[config.mk]
export PLATFORM = sky130hd
export DESIGN_NAME = edr_ctrl
export DESIGN_NICKNAME = d
export VERILOG_FILES = /design/src/core/edr_pkg.sv /design/src/core/edr_ctrl.sv
export SDC_FILE = /design/constraint.sdc
export NUM_CORES = 1
export LEC_CHECK = 0
export BUFFER_PORTS_ARGS = -buffer_cell sky130_fd_sc_hd__clkbuf_2
export CAP_MARGIN = 20
export CORE_ASPECT_RATIO = 1.4
export CORE_MARGIN = 5
export CORE_UTILIZATION = 35
export DETAILED_ROUTE_END_ITERATION = 16
export PLACE_DENSITY_LB_ADDON = 0.25
export REMOVE_ABC_BUFFERS = 1
export SETUP_SLACK_MARGIN = 0.15
export SLEW_MARGIN = 10
export SYNTH_ARGS = -nofsm -noshare
export SYNTH_HDL_FRONTEND = slang
export SYNTH_SLANG_ARGS = --single-unit
[constraint.sdc]
create_clock -name i_ref_clk -period 2.46 [get_ports i_ref_clk]
set_input_delay 0.123 -clock i_ref_clk [delete_from_list [all_inputs] [get_ports i_ref_clk]]
set_output_delay 0.123 -clock i_ref_clk [all_outputs]
set_load 0.01 [all_outputs]
[src/core/edr_pkg.sv]
// Package for the EXTENDED_OUTPUT_PAGE_MODE DRAM host controller: timing counts and carriers.
// Assumes a 125 MHz controller clock (8 ns period).
package edr_pkg;

  // ===========================================================
  // Clock and timing figures.
  localparam int unsigned CLK_PERIOD_PS = 8000;
  localparam int unsigned T_RAS_NS = 60;
  localparam int unsigned T_RP_NS = 40;
  localparam int unsigned T_RCD_NS = 14;
  localparam int unsigned T_AR_NS = 40;
  localparam int unsigned T_RAC_NS = 60;
  localparam int unsigned T_CAS_NS = 15;
  localparam int unsigned T_CP_NS = 10;
  localparam int unsigned T_CSR_NS = 10;
  localparam int unsigned T_WAKE_US = 200;
  localparam int unsigned T_REF_MS = 16;
  localparam int unsigned WAKE_CYCLES_NUM = 8;
  localparam int unsigned REF_ROWS = 1024;

  // Least times round up to whole cycles, none below one.
  function automatic int unsigned up_cyc(input int unsigned ns);
    int unsigned c;
    c = (ns * 1000 + CLK_PERIOD_PS - 1) / CLK_PERIOD_PS;
    return (c < 1) ? 1 : c;
  endfunction

  localparam int unsigned RAS_CYC = up_cyc(T_RAS_NS);
  localparam int unsigned RP_CYC = up_cyc(T_RP_NS);
  localparam int unsigned RCD_CYC = up_cyc(T_RCD_NS);
  localparam int unsigned AR_CYC = up_cyc(T_AR_NS);
  localparam int unsigned RAC_CYC = up_cyc(T_RAC_NS);
  localparam int unsigned CAS_CYC = up_cyc(T_CAS_NS);
  localparam int unsigned CP_CYC = up_cyc(T_CP_NS);
  localparam int unsigned CSR_CYC = up_cyc(T_CSR_NS);
  localparam int unsigned WAKE_CYC = T_WAKE_US * 125;
  // Longest time between refreshes rounds down.
  localparam int unsigned REF_INT_CYC = (T_REF_MS * 125000) / REF_ROWS;

  // ===========================================================
  // Pin bundle towards the DRAM.
  typedef struct packed {
    logic row_strobe_n;
    logic lower_byte_strobe_n;
    logic upper_byte_strobe_n;
    logic write_n;
    logic out_gate_n;
    logic [9:0] multiplexed_address_inputs;
  } edr_pins_t;

  // User request carrier.
  typedef struct packed {
    logic write;
    logic [1:0] byte_en;
    logic [9:0] row;
    logic [9:0] col;
    logic [15:0] wdata;
  } edr_req_t;

  localparam edr_pins_t PINS_IDLE = '{1'b1, 1'b1, 1'b1, 1'b1, 1'b1, 10'h000};

endpackage

[src/core/edr_ctrl.sv]
// Host-side controller that drives an asynchronous 1M x 16 EXTENDED_OUTPUT_PAGE_MODE DRAM.
// Assumes the DRAM pins are fed from flip-flops and data returns async.
//
// What this block does
// - A cycle opens at row strobe low, ends when row and column go high.
// - Never end a cycle before the least row-low time has passed.
// - Wait the least precharge time after a cycle before another.
// - Read begins at later of column strobe or gate fall, write high.
// - Hold the column address at least the hold time from row strobe.
// - Write begins at later of column strobe or write strobe fall.
// - Write data valid no later than earlier of those two falls.
// - Issue 1,024 refresh cycles within every 16 ms.
// - Column-first refresh starts when row falls with column held low.
// - Self refresh: column-first refresh, then hold row low past row time.
// - Self refresh ends with row strobe high for the precharge time.
// - After self refresh with burst refresh, refresh all 1,024 rows.
// - Reads and writes may mix within one row strobe cycle.
// - After power-up wait 200 us then at least eight row cycles.
// - Hold row strobe at valid high during power-on.
// - Row and column share ten address inputs, latched by strobes.
// - Column-first refresh holds at least one byte column strobe low.
`timescale 1ns/1ps
`default_nettype none

module edr_ctrl #(
  parameter int unsigned WAKE_CYC = edr_pkg::WAKE_CYC,
  parameter int unsigned REF_INT_CYC = edr_pkg::REF_INT_CYC,
  parameter int unsigned WAKE_CYCLES = edr_pkg::WAKE_CYCLES_NUM
) (
  // Clock and reset.
  input wire logic i_ref_clk,
  input wire logic i_reset,
  // User request port.
  input wire logic i_req_valid,
  input wire edr_pkg::edr_req_t i_req,
  input wire logic i_page_keep,
  output logic o_req_ready,
  output logic o_rd_valid,
  output logic [15:0] o_rd_data,
  output logic o_init_done,
  // Self refresh control.
  input wire logic i_self_refresh,
  output logic o_in_self_refresh,
  // DRAM pins.
  output edr_pkg::edr_pins_t o_pins,
  input wire logic [15:0] i_dq,
  output logic [15:0] o_dq,
  output logic [1:0] o_dq_oe
);

  initial begin
    if (WAKE_CYCLES < 8 || WAKE_CYC < 1 || REF_INT_CYC < 64) begin
      $error("edr_ctrl: parameter out of range");
    end
  end

  // ===========================================================
  // State encoding.
  typedef enum logic [3:0] {
    ST_WAKE = 4'h0, ST_IDLE = 4'h1, ST_ROW = 4'h2, ST_COL = 4'h3,
    ST_CASH = 4'h4, ST_CLOSE = 4'h5, ST_PRE = 4'h6, ST_CBR_C = 4'h7,
    ST_CBR_R = 4'h8, ST_SELF = 4'h9, ST_SELF_X = 4'hA
  } edr_state_t;

  edr_state_t state, next_state;
  edr_pkg::edr_pins_t next_pins;
  logic [15:0] next_dq, next_rd_data;
  logic [1:0] next_dq_oe;
  logic next_rd_valid, next_ready, next_init_done, next_self;
  logic [15:0] cnt, next_cnt;      // Phase counter.
  logic [15:0] low_cnt, next_low_cnt;  // Cycles since row strobe fell.
  logic [14:0] ref_cnt, next_ref_cnt;
  logic [10:0] ref_due, next_ref_due;  // Outstanding refreshes.
  logic [3:0] wake_left, next_wake_left;
  logic is_wr, next_is_wr;
  logic [9:0] open_row, next_open_row;
  logic [1:0] be, next_be;
  logic [15:0] dq_s1, dq_s2;
  logic rd_pend, next_rd_pend;

  // Read data comes from an asynchronous part: two flops first.
  always_ff @(posedge i_ref_clk) begin
    dq_s1 <= i_dq;
    dq_s2 <= dq_s1;
  end

  // Next-state and pin computation.
  always_comb begin
    next_state = state;
    next_pins = o_pins;
    next_dq = o_dq;
    next_dq_oe = o_dq_oe;
    next_rd_data = o_rd_data;
    next_rd_valid = 1'b0;
    next_ready = 1'b0;
    next_init_done = o_init_done;
    next_self = o_in_self_refresh;
    next_cnt = (cnt == 16'hFFFF) ? cnt : cnt + 16'h0001;
    next_low_cnt = o_pins.row_strobe_n ? 16'h0000 :
      ((low_cnt == 16'hFFFF) ? low_cnt : low_cnt + 16'h0001);
    next_ref_due = ref_due;
    next_wake_left = wake_left;
    next_is_wr = is_wr;
    next_open_row = open_row;
    next_be = be;
    next_rd_pend = rd_pend;
    // Distributed refresh tick: 1,024 per 16 ms.
    if (ref_cnt >= 15'(REF_INT_CYC - 1)) begin
      next_ref_cnt = 15'h0000;
      if (o_init_done && !o_in_self_refresh &&
          ref_due != 11'h7FF) begin
        next_ref_due = ref_due + 11'h001;
      end
    end else begin
      next_ref_cnt = ref_cnt + 15'h0001;
    end
    case (state)
      // Power-on pause with row strobe held high.
      ST_WAKE: begin
        next_pins = edr_pkg::PINS_IDLE;
        if (cnt >= 16'(WAKE_CYC - 1)) begin
          next_state = ST_PRE;
          next_cnt = 16'h0000;
          next_wake_left = 4'(WAKE_CYCLES);
        end
      end
      ST_IDLE: begin
        if (wake_left != 4'h0 || ref_due != 11'h000 || i_self_refresh) begin
          next_pins.lower_byte_strobe_n = 1'b0;
          next_pins.upper_byte_strobe_n = 1'b0;
          next_state = ST_CBR_C;
          next_cnt = 16'h0000;
        end else if (i_req_valid) begin
          next_pins.multiplexed_address_inputs = i_req.row;
          next_open_row = i_req.row;
          next_state = ST_ROW;
          next_cnt = 16'h0000;
        end
      end
      // Address setup is one cycle; now drop row strobe.
      ST_ROW: begin
        next_pins.row_strobe_n = 1'b0;
        next_ready = 1'b1;
        next_state = ST_CASH;
        next_cnt = 16'h0000;
      end
      // Row open, column strobes high: take a page access or close.
      ST_CASH: begin
        if (cnt >= 16'(edr_pkg::RCD_CYC - 1) && o_req_ready == 1'b0 &&
            i_req_valid && i_req.row == open_row && ref_due == 11'h000) begin
          next_is_wr = i_req.write;
          next_be = i_req.byte_en;
          next_pins.multiplexed_address_inputs = i_req.col;
          next_pins.write_n = ~i_req.write;
          next_pins.out_gate_n = i_req.write;
          next_dq = i_req.wdata;
          next_dq_oe = i_req.write ? i_req.byte_en : 2'b00;
          next_state = ST_COL;
          next_cnt = 16'h0000;
        end else if (cnt >= 16'(edr_pkg::CP_CYC - 1) && !o_req_ready &&
            !(i_req_valid && i_req.row == open_row && i_page_keep &&
            ref_due == 11'h000)) begin
          // A pending refresh closes a kept page so the row cannot starve it.
          next_state = ST_CLOSE;
        end
        next_ready = 1'b0;
      end
      // Enabled byte column strobes fall together; data already placed.
      ST_COL: begin
        if (cnt == 16'h0000) begin
          next_pins.lower_byte_strobe_n = ~be[0];
          next_pins.upper_byte_strobe_n = ~be[1];
          next_rd_pend = ~is_wr;
        end else if (cnt >= 16'(edr_pkg::CAS_CYC + 2) &&
            low_cnt >= 16'(edr_pkg::RAC_CYC + 2)) begin
          // Wait covers access limits plus synchroniser depth.
          if (rd_pend) begin
            next_rd_data = dq_s2;
            next_rd_valid = 1'b1;
          end
          next_rd_pend = 1'b0;
          next_pins.lower_byte_strobe_n = 1'b1;
          next_pins.upper_byte_strobe_n = 1'b1;
          next_pins.write_n = 1'b1;
          next_dq_oe = 2'b00;
          next_ready = 1'b1;
          next_state = ST_CASH;
          next_cnt = 16'h0000;
        end
      end
      // Hold row low through row-low and column hold time.
      ST_CLOSE: begin
        if (low_cnt >= 16'(edr_pkg::RAS_CYC) &&
            low_cnt >= 16'(edr_pkg::AR_CYC)) begin
          next_pins = edr_pkg::PINS_IDLE;
          next_pins.multiplexed_address_inputs = open_row;
          next_state = ST_PRE;
          next_cnt = 16'h0000;
        end
      end
      // Precharge before any new cycle.
      ST_PRE: begin
        next_pins = edr_pkg::PINS_IDLE;
        if (cnt >= 16'(edr_pkg::RP_CYC - 1)) begin
          next_state = ST_IDLE;
          if (wake_left == 4'h0 && !o_init_done) begin
            next_init_done = 1'b1;
          end
        end
      end
      // Column strobes low ahead of row strobe; outputs stay off.
      ST_CBR_C: begin
        next_dq_oe = 2'b00;
        if (cnt >= 16'(edr_pkg::CSR_CYC - 1)) begin
          next_pins.row_strobe_n = 1'b0;
          next_state = ST_CBR_R;
          next_cnt = 16'h0000;
        end
      end
      ST_CBR_R: begin
        if (low_cnt >= 16'(edr_pkg::RAS_CYC)) begin
          if (i_self_refresh && wake_left == 4'h0) begin
            next_state = ST_SELF;
            next_self = 1'b1;
          end else begin
            next_pins = edr_pkg::PINS_IDLE;
            next_state = ST_PRE;
            next_cnt = 16'h0000;
            if (wake_left != 4'h0) begin
              next_wake_left = wake_left - 4'h1;
            end else if (ref_due != 11'h000) begin
              next_ref_due = ref_due - 11'h001;
            end
          end
        end
      end
      // Self refresh: row and column strobes stay low.
      ST_SELF: begin
        if (!i_self_refresh) begin
          next_pins = edr_pkg::PINS_IDLE;
          next_state = ST_PRE;
          next_cnt = 16'h0000;
          next_self = 1'b0;
          // Distributed refresh resumes; no burst needed.
          next_ref_due = 11'h000;
        end
      end
      default: begin
        next_state = ST_IDLE;
      end
    endcase
  end

  // State registers.
  always_ff @(posedge i_ref_clk) begin
    if (i_reset) begin
      state <= ST_WAKE;
      o_pins <= edr_pkg::PINS_IDLE;
      o_dq <= 16'h0000;
      o_dq_oe <= 2'b00;
      o_rd_data <= 16'h0000;
      o_rd_valid <= 1'b0;
      o_req_ready <= 1'b0;
      o_init_done <= 1'b0;
      o_in_self_refresh <= 1'b0;
      cnt <= 16'h0000;
      low_cnt <= 16'h0000;
      ref_cnt <= 15'h0000;
      ref_due <= 11'h000;
      wake_left <= 4'h0;
      is_wr <= 1'b0;
      open_row <= 10'h000;
      be <= 2'b00;
      rd_pend <= 1'b0;
    end else begin
      state <= next_state;
      o_pins <= next_pins;
      o_dq <= next_dq;
      o_dq_oe <= next_dq_oe;
      o_rd_data <= next_rd_data;
      o_rd_valid <= next_rd_valid;
      o_req_ready <= next_ready;
      o_init_done <= next_init_done;
      o_in_self_refresh <= next_self;
      cnt <= next_cnt;
      low_cnt <= next_low_cnt;
      ref_cnt <= next_ref_cnt;
      ref_due <= next_ref_due;
      wake_left <= next_wake_left;
      is_wr <= next_is_wr;
      open_row <= next_open_row;
      be <= next_be;
      rd_pend <= next_rd_pend;
    end
  end
endmodule

`default_nettype wire

Word-level counts from Yosys, hierarchy flattened
Cells that the tools add are included.
{ "totals": {"register_bits": 165, "input_bits": 60} }
{ "op_classes": {"add_sub_neg": 6, "magnitude_cmp": 7, "n_eq_ne": 31, "n_mux": 72, "bitwise_logic": 9, "n_reduce_logical": 54} }
{ "op_table": {"columns": ["op", "n"], "rows": [
  ["$mux W16", 12],
  ["$pmux W16 S9", 1],
  ["$mux W11", 7],
  ["$mux W4", 17],
  ["$mux W15", 4],
  ["$pmux W10 S6", 1],
  ["$pmux W4 S10", 1],
  ["$add A16 B1 Y16 const B", 2],
  ["$eq A16 B16 Y1 const B", 2],
  ["$ge A16 B3 Y1 const B", 2],
  ["$ge A16 B4 Y1 const B", 2],
  ["$ne A2 B2 Y1 const B", 15],
  ["$reduce_bool A6 Y1", 4],
  ["$pmux W11 S2", 1],
  ["$mux W10", 2],
  ["$eq A4 B3 Y1 const B", 4],
  ["$ge A16 B1 Y1 const B", 1],
  ["$ge A16 B15 Y1 const B", 1],
  ["$logic_not A16 Y1", 1],
  ["$reduce_and A8 Y1", 2],
  ["$add A15 B1 Y15 const B", 1],
  ["$ge A15 B11 Y1 const B", 1],
  ["$logic_and A1 B1 Y1", 15],
  ["$mux W12", 1],
  ["37 further kinds", 79]
]} }

Logic depth before layout (Yosys ltp)
{ "logic_depth": {"ltp_word": 10, "mapped_depth": 11, "mapped_depth_nobuf": 8} }

Least setup slack after synthesis
OpenSTA, ideal clock, no wires.
{ "synth_path": {"kind": "reg2reg", "from": "reg ref_due[0]", "to": "reg state[0]", "setup_ps": 150, "arrival_ps": 2453, "required_ps": 2310, "slack_ps": -143, "path_stages_with_launch": 10, "n_path_buf": 1, "synth_period_minus_slack_ps": 2603, "cell_sequence": "dfxtp_1 -> inv_1 -> ha_1 -> or3b_1 -> buf_6 -> or4_4 -> or3_4 -> o221a_2 -> a21oi_1 -> a311oi_1"} }
{ "synth_via": {"elab_chain_len": 6, "elab_cells_between_ends": 14, "classes_between": "eq/ne (2); mux (3); reduce/logical (9)"} }
{ "synth_rtl": {"columns": ["element", "line", "source"], "rows": [
  ["from (decl)", "edr_ctrl.sv:73", "logic [10:0] ref_due, next_ref_due;"],
  ["from (signal assigned)", "edr_ctrl.sv:288", "ref_due <= next_ref_due;"],
  ["$logic_not A11 Y1", "edr_ctrl.sv:150, edr_ctrl.sv:162", null],
  ["$logic_and A1 B1 Y1", "edr_ctrl.sv:161", "!(i_req_valid && i_req.row == open_row && i_page_keep &&"],
  ["$logic_not A1 Y1", "edr_ctrl.sv:161", null],
  ["$logic_and A1 B1 Y1", "edr_ctrl.sv:160", "end else if (cnt >= 16'(edr_pkg::CP_CYC - 1) && !o_req_ready &&"],
  ["$ne A3 B3 Y1 (no line)", null, null],
  ["$reduce_and A10 Y1 (no line)", null, null],
  ["to (signal assigned)", "edr_ctrl.sv:276", "state <= next_state;"],
  ["to (decl)", "edr_ctrl.sv:65", "edr_state_t state, next_state;"]
]} }
Parallel ways exist; a longest one is shown, timed or not.
A chain may end at the register's enable or synchronous reset.

Worst setup path in the final report
{ "layout_path": {"from": "reg ref_due[1]", "to": "reg cnt[12]"} }
{ "layout_via": {"elab_chain_len": 5, "elab_cells_between_ends": 8, "classes_between": "mux (3); reduce/logical (5)"} }
{ "layout_rtl": {"columns": ["element", "line", "source"], "rows": [
  ["$reduce_bool A11 Y1", "edr_ctrl.sv:128", "if (wake_left != 4'h0 || ref_due != 11'h000 || i_self_refresh) begin"],
  ["$logic_or A1 B1 Y1 (2 in a row)", "edr_ctrl.sv:128", null],
  ["$mux W16", "edr_ctrl.sv:128", null],
  ["$pmux W16 S9 (*)", "edr_ctrl.sv:117", "case (state)"],
  ["to (signal assigned)", "edr_ctrl.sv:285", "cnt <= next_cnt;"],
  ["to (decl)", "edr_ctrl.sv:70", "logic [15:0] cnt, next_cnt;"]
]} }
Every way passes the cells marked *; elsewhere a longest branch is shown, timed or not.

==> flow_summary.yaml <==
yosys:
  synth_compound_area_share_pct: 16.3
  async_flop_share_pct: 0
  yosysSeqAreaShare_pct: 44.8
  synth_top_family_by_area: "simple AND/OR/NAND/NOR gates"
  synth_cells: 837
  synth_area_mm2: 0.00737
  synth_flop_cell: "dfxtp_1"
  avgSynthCellArea_um2: 8.80
  synthXorXnorAreaFrac_pct: 4.16
  yosysWarnings: 0
  synth_cell_types: 71
  synthMuxAreaShare_pct: 5.45
  ys_seq_elements: 165
  synthAdderAreaFrac_pct: 2.17
  synth_edf_count: 0
  yosys.area_share.simple_pct: 23.0
pwr:
  power_density_mw_per_mm2: 792
  ir_drop_mv: 0.497
  p_leak_uw: 0.00438
clock_network:
  cts_buffers: 17
  clock_path_buffers: 2
  clk_latency_ns: 0.44
  root_buffer: "clkbuf_16"
  cts_tree: "yes"
  cts_sinks: 165
  clk_pin_slew_ns: 0.08
  h-tree-depth: 4
timing:
  clock.fmax_mhz: 378
  finalHoldViolations: 0
  max_slew.worst_pin.slew_ns: 0.890
  setup-tns-final_ns: -3.73
  setup_violations: 42
  rsz0062_at_grt: "true"
  min_period_ns: 2.64
  relSlewSlack_pct: 40.4
  setup_slack_ns: -0.185
  finalCritPeriodShare_pct: 108
  report.final.slew_viol_count: 0
  finalClockSkew_ns: 0.0170
drt:
  drc: 0
  viasPerCell: 5.22
  detail_route.wl_per_cell_um: 16.1
  drt_iter0_markers: 280
  routed_wl_um: 22000
  vias: 7134
  ant_nets: 0
  firstDrtPassIters: 5
outcome:
  violations: "negative setup slack"
  status: "complete, but fails checks"
run:
  drv_cap: 0
global_route:
  grt_use_met1_pct: 20.5
  grt_pass1_vias: 7227
  busiest_layer: "met2"
  grt_use_met3_pct: 3.41
  grtUsageTotal_pct: 18.3
  antenna_found_initial: 0
  grt_pass1_wl_um: 36400
  grt_start_max_net_pins: 57
  grt-ovfl-total: 0
  grtUsageMet2_pct: 33.9
floorplanning:
  num_rows: 62
  die_y_um: 182
  initial_utilization_pct: 35.7
  io_pins: 113
  coreArea_mm2: 0.0206
  die_area_mm2: 0.0241
  die-width_um: 133
setup_path:
  critPathKind: "flop to flop"
  start_kind: "flop"
  worstPathRequired_ns: 2.84
  crit_arrival_ns: 3.02
  worstSetupEndpointType: "flop"
  worstPathMaxFanout: 6
place:
  io_buffers: 111
  gp_congestion: 0.855
  dp_hpwl_um: 15100
  placedCellCount: 1267
cells_and_area:
  final_layout_size_suffix_gt1_share_pct: 32.6
  final_util_pct: 51.5
  final_common_cell: "dfxtp_1"
  instances_no_fill: 1366
  final_cell_mix: "dfxtp_1 (163), nor2_1 (112), buf_4 (111), clkbuf_2 (110), nand2_1 (60)"
  fin_nets: 1169
  antenna_cells: 0
  area_growth_pct: 44.1
  num-fill-cells: 1954
worst_hold_path:
  hp-class: "input port to flop"
==> critical path, stage by stage (launching register included) <==
cell and delay, ns:
dfxtp_2 0.32, inv_2 0.06, ha_4 0.13, or3b_4 0.39
buf_6 0.13, or4_4 0.47, or3_4 0.38, o221ai_4 0.23
buf_12 0.14, o41ai_4 0.09, buf_4 0.19, nor2_2 0.06
==> sequential cells by signal, summed over array words and instances (netlist names), 4 cells and up <==
register and cells:
dq_s2 16, ref_due 11, state 4, open_row 10
wake_left 4, low_cnt 16, dq_s1 16, ref_cnt 15
o_rd_data 16, cnt 16, o_pins 15, o_dq 16
==> layout make-up <==
cell class,count,area [um^2],share of cell area [%]
clock buffers,17,425,4.01
clock inverters,15,211,1.99
inverters,21,78.8,0.742
multi-input cells,607,4150,39.1
flip-flops and latches,165,3310,31.1
well taps,256,320,3.02
repair buffers,285,2130,20.0
==> logic make-up after synthesis <==
family                   Yosys count
multiplexers                      40
adder cells (fa/ha/maj)           13
flip-flops                       165
AND/OR/NAND/NOR                  339
buffers and inverters             70
AO/OA/AOI/OAI                    174
other                              1
XOR/XNOR                          35
==> repair_timing <==
action | CTS | global route
endpoints found under the hold margin | 46 | 0
setup endpoints to repair | 80 | 85
gates cloned | 4 | 0
pin swaps | 30 | 21
hold buffers | 44 | 0
setup buffers | 10 | 9
resized for setup | 48 | 31
==> synth_stat cells (all sizes together), types with 6 or more instances <==
master    n  area (um^2)
a21oi    44          220
mux2i    39          390
dfxtp   165         3300
clkbuf   37          139
inv      21         78.8
a22oi    12         90.1
o21ai    34          170
nand4    14         87.6
xor2     24          210
and3     14         90.1
nand3    38          190
nand2b    6         37.5
nor3     28          140
a211oi    9         67.6
o221a    11          124
nor4     15          121
a31oi    19          119
or3       8         56.3
buf      12         75.1
nand2    60          225
xnor2    11         96.3
ha       12          150
nor2    124          490
==> routing by layer <==
layer  vias to the layer above  wire length, um  share of wire (%)
met3                        48              765                3.5
met1                      3390             8770                 40
li1                       3534                -                  -
met4                         0              713                3.2
met2                       162            11800                 53
met5                         -                0                  0
==> path summary, 6_finish.rpt <==
kind,startpoint,endpoint,slack [ns],cells past startpoint
min reg2reg,dq_s1[5]$_DFF_P_,dq_s2[5]$_DFF_P_,0.33,0
max,ref_due[1]$_SDFF_PP0_,cnt[12]$_SDFF_PP0_,-0.18,11
max reg2reg,ref_due[1]$_SDFF_PP0_,cnt[12]$_SDFF_PP0_,-0.18,11
min,i_req[38],o_dq_oe[0]$_SDFFE_PP0P_,0.07,3
==> metrics by stage <==
step                setup WS [ns]  power (uW)  hold slack, ns  area, um^2
floorplan                   -1.55        4170           0.151        7170
global placement           -0.314        5130           0.226        8930
detailed placement         -0.351        5150           0.227        8930
CTS                        -0.175        8310          0.0645       10400
global route               -0.267        8870          0.0966       10600
finish                     -0.185        8410          0.0749       10600
==> where the power goes <==
group | switching [uW] | total (uW) | internal [uW]
logic | 1430 | 2640 | 1210
clock network | 1360 | 2780 | 1420
registers | 126 | 2990 | 2870
Power figures use the tool's default switching activity.
